File: config.mk
export PLATFORM = sky130hd
export DESIGN_NAME = rcl_loader
export DESIGN_NICKNAME = d
export VERILOG_FILES = /design/src/common/rcl_pkg.sv /design/src/design/rcl_fetch.sv /design/src/design/rcl_loader.sv
export SDC_FILE = /design/constraint.sdc
export NUM_CORES = 1
export LEC_CHECK = 0
export BUFFER_PORTS_ARGS = -buffer_cell sky130_fd_sc_hd__clkbuf_2
export CAP_MARGIN = 20
export CORE_MARGIN = 2
export CORE_UTILIZATION = 25
export CTS_BUF_LIST = sky130_fd_sc_hd__clkbuf_8
export DETAILED_ROUTE_END_ITERATION = 16
export PLACE_DENSITY = 0.6
export SETUP_SLACK_MARGIN = 0.05
export SLEW_MARGIN = 20
export SYNTH_ARGS = -nofsm -noshare
export SYNTH_HDL_FRONTEND = slang
export SYNTH_HIERARCHICAL = 1
export SYNTH_SLANG_ARGS = --single-unit
File: constraint.sdc
create_clock -name ref_clk -period 2 [get_ports ref_clk]
set_input_delay 0.4 -clock ref_clk [delete_from_list [all_inputs] [get_ports ref_clk]]
set_output_delay 0.4 -clock ref_clk [all_outputs]
set_load 0.03 [all_outputs]
File: src/common/rcl_pkg.sv
// Shared constants for the reset-time configuration loader
package rcl_pkg;

  // ------------------------------------------------------------
  // Flash addresses and widths
  // ------------------------------------------------------------
  localparam int                ADDR_W         = 23;             // Global flash address width
  localparam logic [22:0]       OPT_ADDR       = 23'h7fff0e;     // Option byte location
  localparam logic [22:0]       WAKE_TRIM_ADDR = 23'h4000f0;     // Info-row wakeup trim location
  localparam logic [22:0]       HOT_TRIM_ADDR  = 23'h4000f1;     // Hot trim location
  localparam logic [22:0]       FCFG_ADDR      = 23'h7fff0f;     // Flash module config byte

  // ------------------------------------------------------------
  // Field positions and reset values
  // ------------------------------------------------------------
  localparam int                OPT_RATE_LSB   = 0;              // Option rate bits [2:0]
  localparam int                OPT_WIN_BIT    = 3;              // Option window bit
  localparam int                WAKE_TRIM_W    = 6;              // Wakeup trim width
  localparam int                HOT_TRIM_W     = 4;              // Hot trim width
  localparam logic [2:0]        RATE_LONGEST   = 3'h7;           // Longest watchdog period
  localparam logic [7:0]        OPT_RST        = 8'hff;          // Option register reset value
  localparam logic [7:0]        FCFG_RST       = 8'h00;          // Flash config reset value
  localparam logic [5:0]        WAKE_TRIM_RST  = 6'h00;          // Wakeup trim reset value
  localparam logic [3:0]        HOT_TRIM_RST   = 4'h0;           // Hot trim reset value
  localparam logic [3:0]        HOT_TRIM_REC   = 4'h8;           // Value flash should hold

  // ------------------------------------------------------------
  // Sequence states
  // ------------------------------------------------------------
  typedef enum logic [2:0] {
    RCL_FCFG, RCL_OPT, RCL_WAKE, RCL_HOT, RCL_DONE
  } rcl_state_t;

endpackage

File: src/design/rcl_fetch.sv
// One-byte flash read engine with fault reporting
`timescale 1ns/100ps
module rcl_fetch (
  // Clock and reset
  input  wire logic                  ref_clk,
  input  wire logic                  rst,
  // Request side
  input  wire logic                  req,
  input  wire logic [22:0]           addr,
  output logic                       done,
  output logic [7:0]                 data,
  output logic                       fault,
  // Flash array side
  output logic                       fl_rd,
  output logic [22:0]                fl_addr,
  input  wire logic                  fl_valid,
  input  wire logic [7:0]            fl_data,
  input  wire logic                  fl_dbl_fault
);

  // ------------------------------------------------------------
  // State
  // ------------------------------------------------------------
  logic                              busy_reg,  busy_next;   // Read outstanding

  // Next-state computation
  always_comb begin
    busy_next  = busy_reg;
    if (busy_reg && fl_valid) begin
      busy_next  = 1'b0;
    end else if (!busy_reg && req) begin
      busy_next = 1'b1;
    end
  end

  // Registers
  always_ff @(posedge ref_clk or posedge rst) begin
    if (rst) begin
      busy_reg  <= 1'b0;
    end else begin
      busy_reg  <= busy_next;
    end
  end

  // Outputs; byte and fault pass straight through, the requester
  // captures them in the done cycle so no extra stage is spent here
  assign fl_rd   = busy_reg;
  assign fl_addr = addr;
  assign done    = busy_reg && fl_valid;
  assign data    = fl_data;
  assign fault   = fl_dbl_fault;

endmodule // rcl_fetch

File: src/design/rcl_loader.sv
// Reset-time configuration loader top
// Functional notes
// - Stall processor until all four flash bytes copied
// - Double faults leave protection and security active
// - Reset aborts running program or erase
// - Reset never clears RAM arrays
// - Option register loaded from fixed address
// - Watchdog rate is inverted option rate
// - Window bit is inverted option bit
// - Secured special single chip forces longest
// - Wakeup trim from six info-row bits
// - Reserved regulator space reads zero, no abort
// - Hot trim loaded from flash
`timescale 1ns/100ps
module rcl_loader (
  // Clock and reset
  input  wire logic                  ref_clk,
  input  wire logic                  rst,
  // Mode and security inputs
  input  wire logic                  secured,
  input  wire logic                  special_single_chip,
  // Processor stall
  output logic                       cpu_hold,
  output logic                       load_done,
  // Flash array read port
  output logic                       fl_rd,
  output logic [22:0]                fl_addr,
  input  wire logic                  fl_valid,
  input  wire logic [7:0]            fl_data,
  input  wire logic                  fl_dbl_fault,
  // Flash command control
  input  wire logic                  fl_cmd_active,
  output logic                       fl_cmd_abort,
  // Loaded configuration
  output logic [7:0]                 flash_option_reg,
  output logic [7:0]                 flash_config_reg,
  output logic [2:0]                 watchdog_rate_bits,
  output logic                       watchdog_window_bit,
  output logic [5:0]                 wakeup_trim_reg,
  output logic [3:0]                 hot_trim_field,
  output logic                       protect_forced,
  output logic                       security_forced,
  // Reserved regulator register space
  input  wire logic                  rsv_sel,
  input  wire logic                  rsv_wr,
  input  wire logic [7:0]            rsv_wdata,
  output logic [7:0]                 rsv_rdata,
  output logic                       rsv_abort
);

  // ------------------------------------------------------------
  // State and registers
  // ------------------------------------------------------------
  rcl_pkg::rcl_state_t               st_reg, st_next;        // Sequence state
  logic                              req_reg, req_next;      // Fetch request pending
  logic [7:0]                        opt_reg, opt_next;      // Option byte copy
  logic [7:0]                        fcfg_reg, fcfg_next;    // Flash config copy
  logic [5:0]                        wake_reg, wake_next;    // Wakeup trim
  logic [3:0]                        hot_reg, hot_next;      // Hot trim
  logic [2:0]                        rate_reg, rate_next;    // Watchdog rate
  logic                              win_reg, win_next;      // Window bit
  logic                              dflt_reg, dflt_next;    // Double fault seen
  logic                              abort_reg, abort_next;  // Abort pulse pending
  logic [22:0]                       cur_addr;               // Address of step
  logic                              f_done;                 // Fetch complete
  logic [7:0]                        f_data;                 // Fetched byte
  logic                              f_fault;                // Fetched fault

  // ------------------------------------------------------------
  // Fetch engine
  // ------------------------------------------------------------
  rcl_fetch u_fetch (
    .ref_clk      (ref_clk),
    .rst          (rst),
    .req          (req_reg),
    .addr         (cur_addr),
    .done         (f_done),
    .data         (f_data),
    .fault        (f_fault),
    .fl_rd        (fl_rd),
    .fl_addr      (fl_addr),
    .fl_valid     (fl_valid),
    .fl_data      (fl_data),
    .fl_dbl_fault (fl_dbl_fault)
  );

  // Address per step, in fixed order
  always_comb begin
    case (st_reg)
      rcl_pkg::RCL_FCFG: cur_addr = rcl_pkg::FCFG_ADDR;
      rcl_pkg::RCL_OPT:  cur_addr = rcl_pkg::OPT_ADDR;
      rcl_pkg::RCL_WAKE: cur_addr = rcl_pkg::WAKE_TRIM_ADDR;
      rcl_pkg::RCL_HOT:  cur_addr = rcl_pkg::HOT_TRIM_ADDR;
      default:           cur_addr = rcl_pkg::FCFG_ADDR;
    endcase
  end

  // ------------------------------------------------------------
  // Sequence next-state logic
  // ------------------------------------------------------------
  always_comb begin
    st_next    = st_reg;
    req_next   = 1'b0;
    opt_next   = opt_reg;
    fcfg_next  = fcfg_reg;
    wake_next  = wake_reg;
    hot_next   = hot_reg;
    rate_next  = rate_reg;
    win_next   = win_reg;
    dflt_next  = dflt_reg;
    abort_next = 1'b0;
    // Request issued one cycle after entering a loading state
    if (st_reg != rcl_pkg::RCL_DONE && !req_reg && !fl_rd) begin
      req_next = 1'b1;
    end
    if (f_done) begin
      // Any double fault sticks until next reset
      if (f_fault) begin
        dflt_next = 1'b1;
      end
      case (st_reg)
        rcl_pkg::RCL_FCFG: begin
          fcfg_next = f_data;
          st_next   = rcl_pkg::RCL_OPT;
        end
        rcl_pkg::RCL_OPT: begin
          opt_next  = f_data;
          rate_next = ~f_data[rcl_pkg::OPT_RATE_LSB +: 3];
          win_next  = ~f_data[rcl_pkg::OPT_WIN_BIT];
          if (secured && special_single_chip) begin
            rate_next = rcl_pkg::RATE_LONGEST;
          end
          st_next = rcl_pkg::RCL_WAKE;
        end
        rcl_pkg::RCL_WAKE: begin
          wake_next = f_data[rcl_pkg::WAKE_TRIM_W-1:0];
          st_next   = rcl_pkg::RCL_HOT;
        end
        rcl_pkg::RCL_HOT: begin
          hot_next = f_data[rcl_pkg::HOT_TRIM_W-1:0];
          st_next  = rcl_pkg::RCL_DONE;
        end
        default: begin
          st_next = rcl_pkg::RCL_DONE;
        end
      endcase
    end
  end

  // ------------------------------------------------------------
  // Sequence registers; RAM is never touched by this block
  // ------------------------------------------------------------
  always_ff @(posedge ref_clk or posedge rst) begin
    if (rst) begin
      st_reg    <= rcl_pkg::RCL_FCFG;
      req_reg   <= 1'b0;
      opt_reg   <= rcl_pkg::OPT_RST;
      fcfg_reg  <= rcl_pkg::FCFG_RST;
      wake_reg  <= rcl_pkg::WAKE_TRIM_RST;
      hot_reg   <= rcl_pkg::HOT_TRIM_RST;
      rate_reg  <= rcl_pkg::RATE_LONGEST;
      win_reg   <= 1'b0;
      dflt_reg  <= 1'b0;
      abort_reg <= 1'b0;
    end else begin
      st_reg    <= st_next;
      req_reg   <= req_next;
      opt_reg   <= opt_next;
      fcfg_reg  <= fcfg_next;
      wake_reg  <= wake_next;
      hot_reg   <= hot_next;
      rate_reg  <= rate_next;
      win_reg   <= win_next;
      dflt_reg  <= dflt_next;
      abort_reg <= abort_next;
    end
  end

  // ------------------------------------------------------------
  // Outputs
  // ------------------------------------------------------------
  // Hold processor until sequence done
  assign cpu_hold            = (st_reg != rcl_pkg::RCL_DONE);
  assign load_done           = (st_reg == rcl_pkg::RCL_DONE);
  // Abort is immediate: reset itself kills the running command
  assign fl_cmd_abort        = rst & fl_cmd_active;
  assign flash_option_reg    = opt_reg;
  assign flash_config_reg    = fcfg_reg;
  assign watchdog_rate_bits  = rate_reg;
  assign watchdog_window_bit = win_reg;
  assign wakeup_trim_reg     = wake_reg;
  assign hot_trim_field      = hot_reg;
  assign protect_forced      = dflt_reg;
  assign security_forced     = dflt_reg;
  // Reserved space: zero read, writes dropped, never aborts
  assign rsv_rdata           = 8'h00;
  assign rsv_abort           = 1'b0;

  // ------------------------------------------------------------
  // Assertions
  // ------------------------------------------------------------
  // Stall may only drop right after the last copy completes
  property p_hold_until_done;
    @(posedge ref_clk) disable iff (rst)
      (!cpu_hold) |-> ($past(!cpu_hold) || $past(st_reg == rcl_pkg::RCL_HOT && f_done));
  endproperty
  a_hold_until_done: assert property (p_hold_until_done) else $error("hold dropped early");

  property p_order;
    @(posedge ref_clk) disable iff (rst)
      (st_reg == rcl_pkg::RCL_OPT && f_done) |=> (st_reg == rcl_pkg::RCL_WAKE);
  endproperty
  a_order: assert property (p_order) else $error("sequence order broken");

  property p_rate_inv;
    @(posedge ref_clk) disable iff (rst)
      (st_reg == rcl_pkg::RCL_OPT && f_done && !(secured && special_single_chip))
      |=> (watchdog_rate_bits == ~$past(fl_data[2:0]));
  endproperty
  a_rate_inv: assert property (p_rate_inv) else $error("rate not inverted");

  property p_win_inv;
    @(posedge ref_clk) disable iff (rst)
      (st_reg == rcl_pkg::RCL_OPT && f_done) |=> (watchdog_window_bit == !flash_option_reg[3]);
  endproperty
  a_win_inv: assert property (p_win_inv) else $error("window bit wrong");

  property p_secure_rate;
    @(posedge ref_clk) disable iff (rst)
      (st_reg == rcl_pkg::RCL_OPT && f_done && secured && special_single_chip)
      |=> (watchdog_rate_bits == 3'h7);
  endproperty
  a_secure_rate: assert property (p_secure_rate) else $error("secure rate not longest");

  property p_opt_addr;
    @(posedge ref_clk) disable iff (rst)
      (fl_rd && st_reg == rcl_pkg::RCL_OPT) |-> (fl_addr == 23'h7fff0e);
  endproperty
  a_opt_addr: assert property (p_opt_addr) else $error("option address wrong");

  property p_wake_load;
    @(posedge ref_clk) disable iff (rst)
      (st_reg == rcl_pkg::RCL_WAKE && f_done) |=> (wakeup_trim_reg == $past(fl_data[5:0]));
  endproperty
  a_wake_load: assert property (p_wake_load) else $error("wakeup trim wrong");

  property p_hot_load;
    @(posedge ref_clk) disable iff (rst)
      (st_reg == rcl_pkg::RCL_HOT && f_done) |=> (hot_trim_field == $past(fl_data[3:0])) && !cpu_hold;
  endproperty
  a_hot_load: assert property (p_hot_load) else $error("hot trim wrong");

  property p_fault_sticky;
    @(posedge ref_clk) disable iff (rst)
      (f_done && f_fault) |=> (protect_forced && security_forced)[*2];
  endproperty
  a_fault_sticky: assert property (p_fault_sticky) else $error("fault not kept");

  property p_rsv;
    @(posedge ref_clk) disable iff (rst)
      (rsv_sel) |-> (rsv_rdata == 8'h00 && !rsv_abort);
  endproperty
  a_rsv: assert property (p_rsv) else $error("reserved access misbehaved");

  // Writes into reserved space leave the loaded trims untouched
  property p_rsv_wr;
    @(posedge ref_clk) disable iff (rst)
      (load_done && rsv_sel && rsv_wr && (rsv_wdata != 8'h00))
      |=> (rsv_rdata == 8'h00 && $stable(hot_trim_field) && $stable(wakeup_trim_reg));
  endproperty
  a_rsv_wr: assert property (p_rsv_wr) else $error("reserved write had effect");

  c_done:   cover property (@(posedge ref_clk) disable iff (rst) $rose(load_done));
  c_fault:  cover property (@(posedge ref_clk) disable iff (rst) f_done && f_fault);
  c_secure: cover property (@(posedge ref_clk) disable iff (rst)
                            st_reg == rcl_pkg::RCL_OPT && f_done && secured && special_single_chip);

endmodule // rcl_loader

Yosys cells after proc, flatten, opt, wreduce, memory -nomap -nowiden --
Index checks and enable logic that the tools add are counted.
Storage, ports and cells: register bits 36, bits of input ports 25, output and inout port bits 68, word-level logic and storage cells 38
Cells by class: eq/ne operators 5, muxes and demuxes 6, bitwise logic cells 3, reduce and logical (&&, ||, !) cells 14
Operators with widths (number):
- one-hot mux 22 bit (3 select lines) | 1
- AND reduction 2 bit | 5
- one-hot mux 3 bit (3 select lines) | 1
- equality test 3 x 2 -> 1 bit, second input constant | 2
- logical AND 1 bit | 5
- equality test 3 x 1 -> 1 bit, second input constant | 1
- equality test 3 bit, second input constant | 1
- zero test 3 bit | 1
- 2-to-1 mux 1 bit | 3
- 2-to-1 mux 3 bit | 1
- != test 3 bit, second input constant | 1
- NOT 3 bit | 1
- zero test 1 bit | 2
- nonzero test 2 bit | 1
- bitwise AND 1 bit | 1
- NOT 1 bit | 1

Longest topological paths before layout --
word-level depth 4, mapped depth 4, gate-level depth less buffers 3

Cells and area by module --
Netlist, hierarchy kept.
Modules (own cells, without submodules):
- rcl_loader | times used 1, cells each 109, area each 1542.7 um^2, seq. area each 889.6 um^2
- rcl_fetch | times used 1, cells each 37, area each 290.3 um^2, seq. area each 25.0 um^2

Worst setup path after synthesis --
No wires, ideal clock.
kind register -> output, start reg st_reg[0], end out cpu_hold, data arrival time 1.720 ns, path slack -0.120 ns, stages on the path, launching flop included 4, path buffers 1, path through dfrtp_1 buf_6 nor3b_1 inv_1
Between the ends: word-level cells in the longest chain between the ends 1
RTL lines:
- start: declaration | line rcl_loader.sv:54 | rcl_pkg::rcl_state_t st_reg, st_next;
- start signal: assignment | line rcl_loader.sv:155 | st_reg <= rcl_pkg::RCL_FCFG;
- start signal: assignment | line rcl_loader.sv:166 | st_reg <= st_next;
- != test 3 bit | line rcl_loader.sv:183 | assign cpu_hold = (st_reg != rcl_pkg::RCL_DONE);
- end: declaration | line rcl_loader.sv:23 | output logic cpu_hold,
Every way passes these cells.

Worst setup path after layout --
start reg st_reg[2], end out fl_addr[5]
Between the ends: word-level cells in the longest chain between the ends 2, elaborated cells between the ends (all ways) 4
RTL lines:
- equality test 3 x 2 -> 1 bit / equality test 3 x 1 -> 1 bit (equally long branches) | line rcl_loader.sv:89 | case (st_reg)
- one-hot mux 22 bit (3 select lines) (*) | line rcl_loader.sv:89
- end: declaration | line rcl_loader.sv:27 | output logic [22:0] fl_addr,
Mark *: on every way between the ends. The rest lies on a longest branch, timed or not.

==> metrics.cfg <==
[setup_path]
reg2regPathDepth = 3
crit_path_start_kind = register
worst_ep_arrival_time_ns = 1.42
required_ns = 1.60
crit_path_end_kind = primary output
cp_max_fo = 18
crit_type = register to primary output

[sta]
whs_ns = 0.287
final-hold-violation-count = 0
rsz0062_at_grt = no
fin_crit_sh = 0.908
slew_violations = 0
period_minus_slack_ns = 1.82
fin_skew_ns = 0.00823
setup_viol = 0
finalSetupTns_ns = 0
fmax_ghz = 0.550

[floorplan]
rows = 31
die_area_um2 = 8030
core_um2 = 7180
die-height_um = 89.6
start_util = 0.255
fp.dieW_um = 89.6
ioPinCount = 93

[worst_hold_path]
hp-class = primary input to register
min_path_cells = 2

[yosys]
synth_cell_types = 23
syn_inst = 146
ys_seq_elements = 36
syn_area_per_cell_um2 = 12.6
synth-warning-count = 6
yosysSeqAreaShare = 0.499
synth_area_um2 = 1830

[grt]
grt_use_total = 0.0853
grt_pass1_vias = 975
grt_max_degree = 22
antenna_found_initial = 0
grt-ovfl-total = 0
grt_pass1_wl_um = 5000

[detailed_routing]
drt-total-wl_um = 3350
viasPerCell = 3.81
wl_per_cell_um = 11.5
drc = 0
drt_iter0_drc = 25
dr.pass1.iters = 3
vias = 1112
drtAntennaViolNets = 0

[cells_and_area]
diodes = 0
area_growth_syn_to_layout_pct = 18.1
finalNetCount = 217
layout-drive-gt1-share = 0.668

[clock_tree]
numClockSinks = 36
cts_tree = yes
clk_latency_ns = 0.29
htree_levels = 2
cts-buffers-inserted = 5
cts_buffer_depth = 2
cts.clk_slew.worst_paths_ns = 0.08
root_buffer = clkbuf_8

[pwr]
p_per_area_nw_per_um2 = 1820
p_leak_nw = 1.09
max-vdd-ir-drop_v = 0.000637

[placement]
place_congestion = 0.629
portBuffers = 72
dp_hpwl_um = 2490

[run]
drv_cap = 0

[outcome]
run_status = finished, final reports clean

## cells in the mapped netlist
cell type  number  share of area
and2_2          1         0.0041
mux2_2         26           0.16
a31o_2          1         0.0048
mux2i_1         5          0.027
a21boi_0        3          0.012
buf_4          44           0.18
nor4bb_1        1         0.0055
buf_2           1         0.0027
a21o_1          2         0.0082
nor3b_1         3          0.012
nand2b_1        2         0.0068
and2_1          1         0.0034
a211o_1         1         0.0048
nand4b_1        1         0.0048
inv_1          10          0.020
nor4b_4         1          0.013
dfstp_2        11           0.16
dfrtp_1        25           0.34
nor3_1          1         0.0027
buf_6           2          0.012
conb_1          2         0.0041
and4bb_2        1         0.0068
xor2_1          1         0.0048
## what timing repair did
| item | CTS | global route |
|---|---|---|
| endpoints found under the hold margin | 1 | 0 |
| pin swaps | 0 | 0 |
| endpoints found under the setup margin | 21 | 4 |
| hold buffers | 1 | 0 |
| setup buffers | 0 | 0 |
| resized for setup | 2 | 1 |
## critical path, stage by stage (launching register included)
cell,delay [ns]
dfrtp_1,0.55
nand2b_4,0.29
inv_1,0.10
clkbuf_2,0.19
## power by group
part | leakage [nW] | internal (mW) | switching (mW)
Combinational | 0.615 | 0.638 | 1.29
Clock | 0.0593 | 0.365 | 0.268
Sequential | 0.418 | 1.13 | 0.238
Total | 1.09 | 2.13 | 1.80
## cell families after synthesis
family,Yosys count,share of synthesized area
other,2,0.00410
AO/OA/AOI/OAI,7,0.0300
multiplexers,31,0.187
AND/OR/NAND/NOR,12,0.0594
flip-flops,36,0.499
XOR/XNOR,1,0.00478
buffers and inverters,57,0.216
## metal layers
layer	part of all wire	track usage
met5	0	0
met2	0.48	0.140
met1	0.43	0.104
met4	0.014	0.0285
met3	0.072	0.0302
## area by class of cell
cell class / count / area (um2)
Clock buffer: 5 / 68.8
Clock inverter: 3 / 38.8
Fill cell: 748 / 5010
Inverter: 10 / 37.5
Multi-Input combinational cell: 61 / 572
Sequential cell: 36 / 916
Tap cell: 99 / 124
Timing Repair Buffer: 78 / 408
## path summary, 6_finish.rpt
| check | slack [ns] | from | end |
|---|---|---|---|
| setup / recovery | 0.18 | st_reg[2] | fl_addr[5] |
| hold / removal | 0.29 | fl_valid | u_fetch/fl_rd |
| setup reg to reg | 0.33 | u_fetch/fl_rd | flash_option_reg[7] |
| hold reg to reg | 0.43 | req_reg | req_reg |
| max in group asynchronous | 0.99 | rst | flash_option_reg[7] |
| min in group asynchronous | 0.49 | rst | u_fetch/fl_rd |
## metrics by stage
step,setup slack [ns],util,total power [mW],cells,cell area (um2)
floorplan,0.299,-,2.99,154,1870
global placement,0.247,0.284,3.29,283,2040
detailed placement,0.202,0.284,3.33,283,2040
CTS,0.116,0.301,4.01,292,2160
global route,0.0509,0.302,4.20,292,2160
finish,0.183,0.302,3.93,292,2160
## placed cells by master (no fill, tap or decap), drive strengths merged, types with 2 or more instances in the layout
master and count:
dfrtp 25, clkbuf 77, nand2b 2, mux2i 5
inv 11, dfstp 11, mux2 26, and2 2
a21boi 3, nor3b 3, buf 5, a21o 2
conb 10
Power figures use the tool's default switching activity.
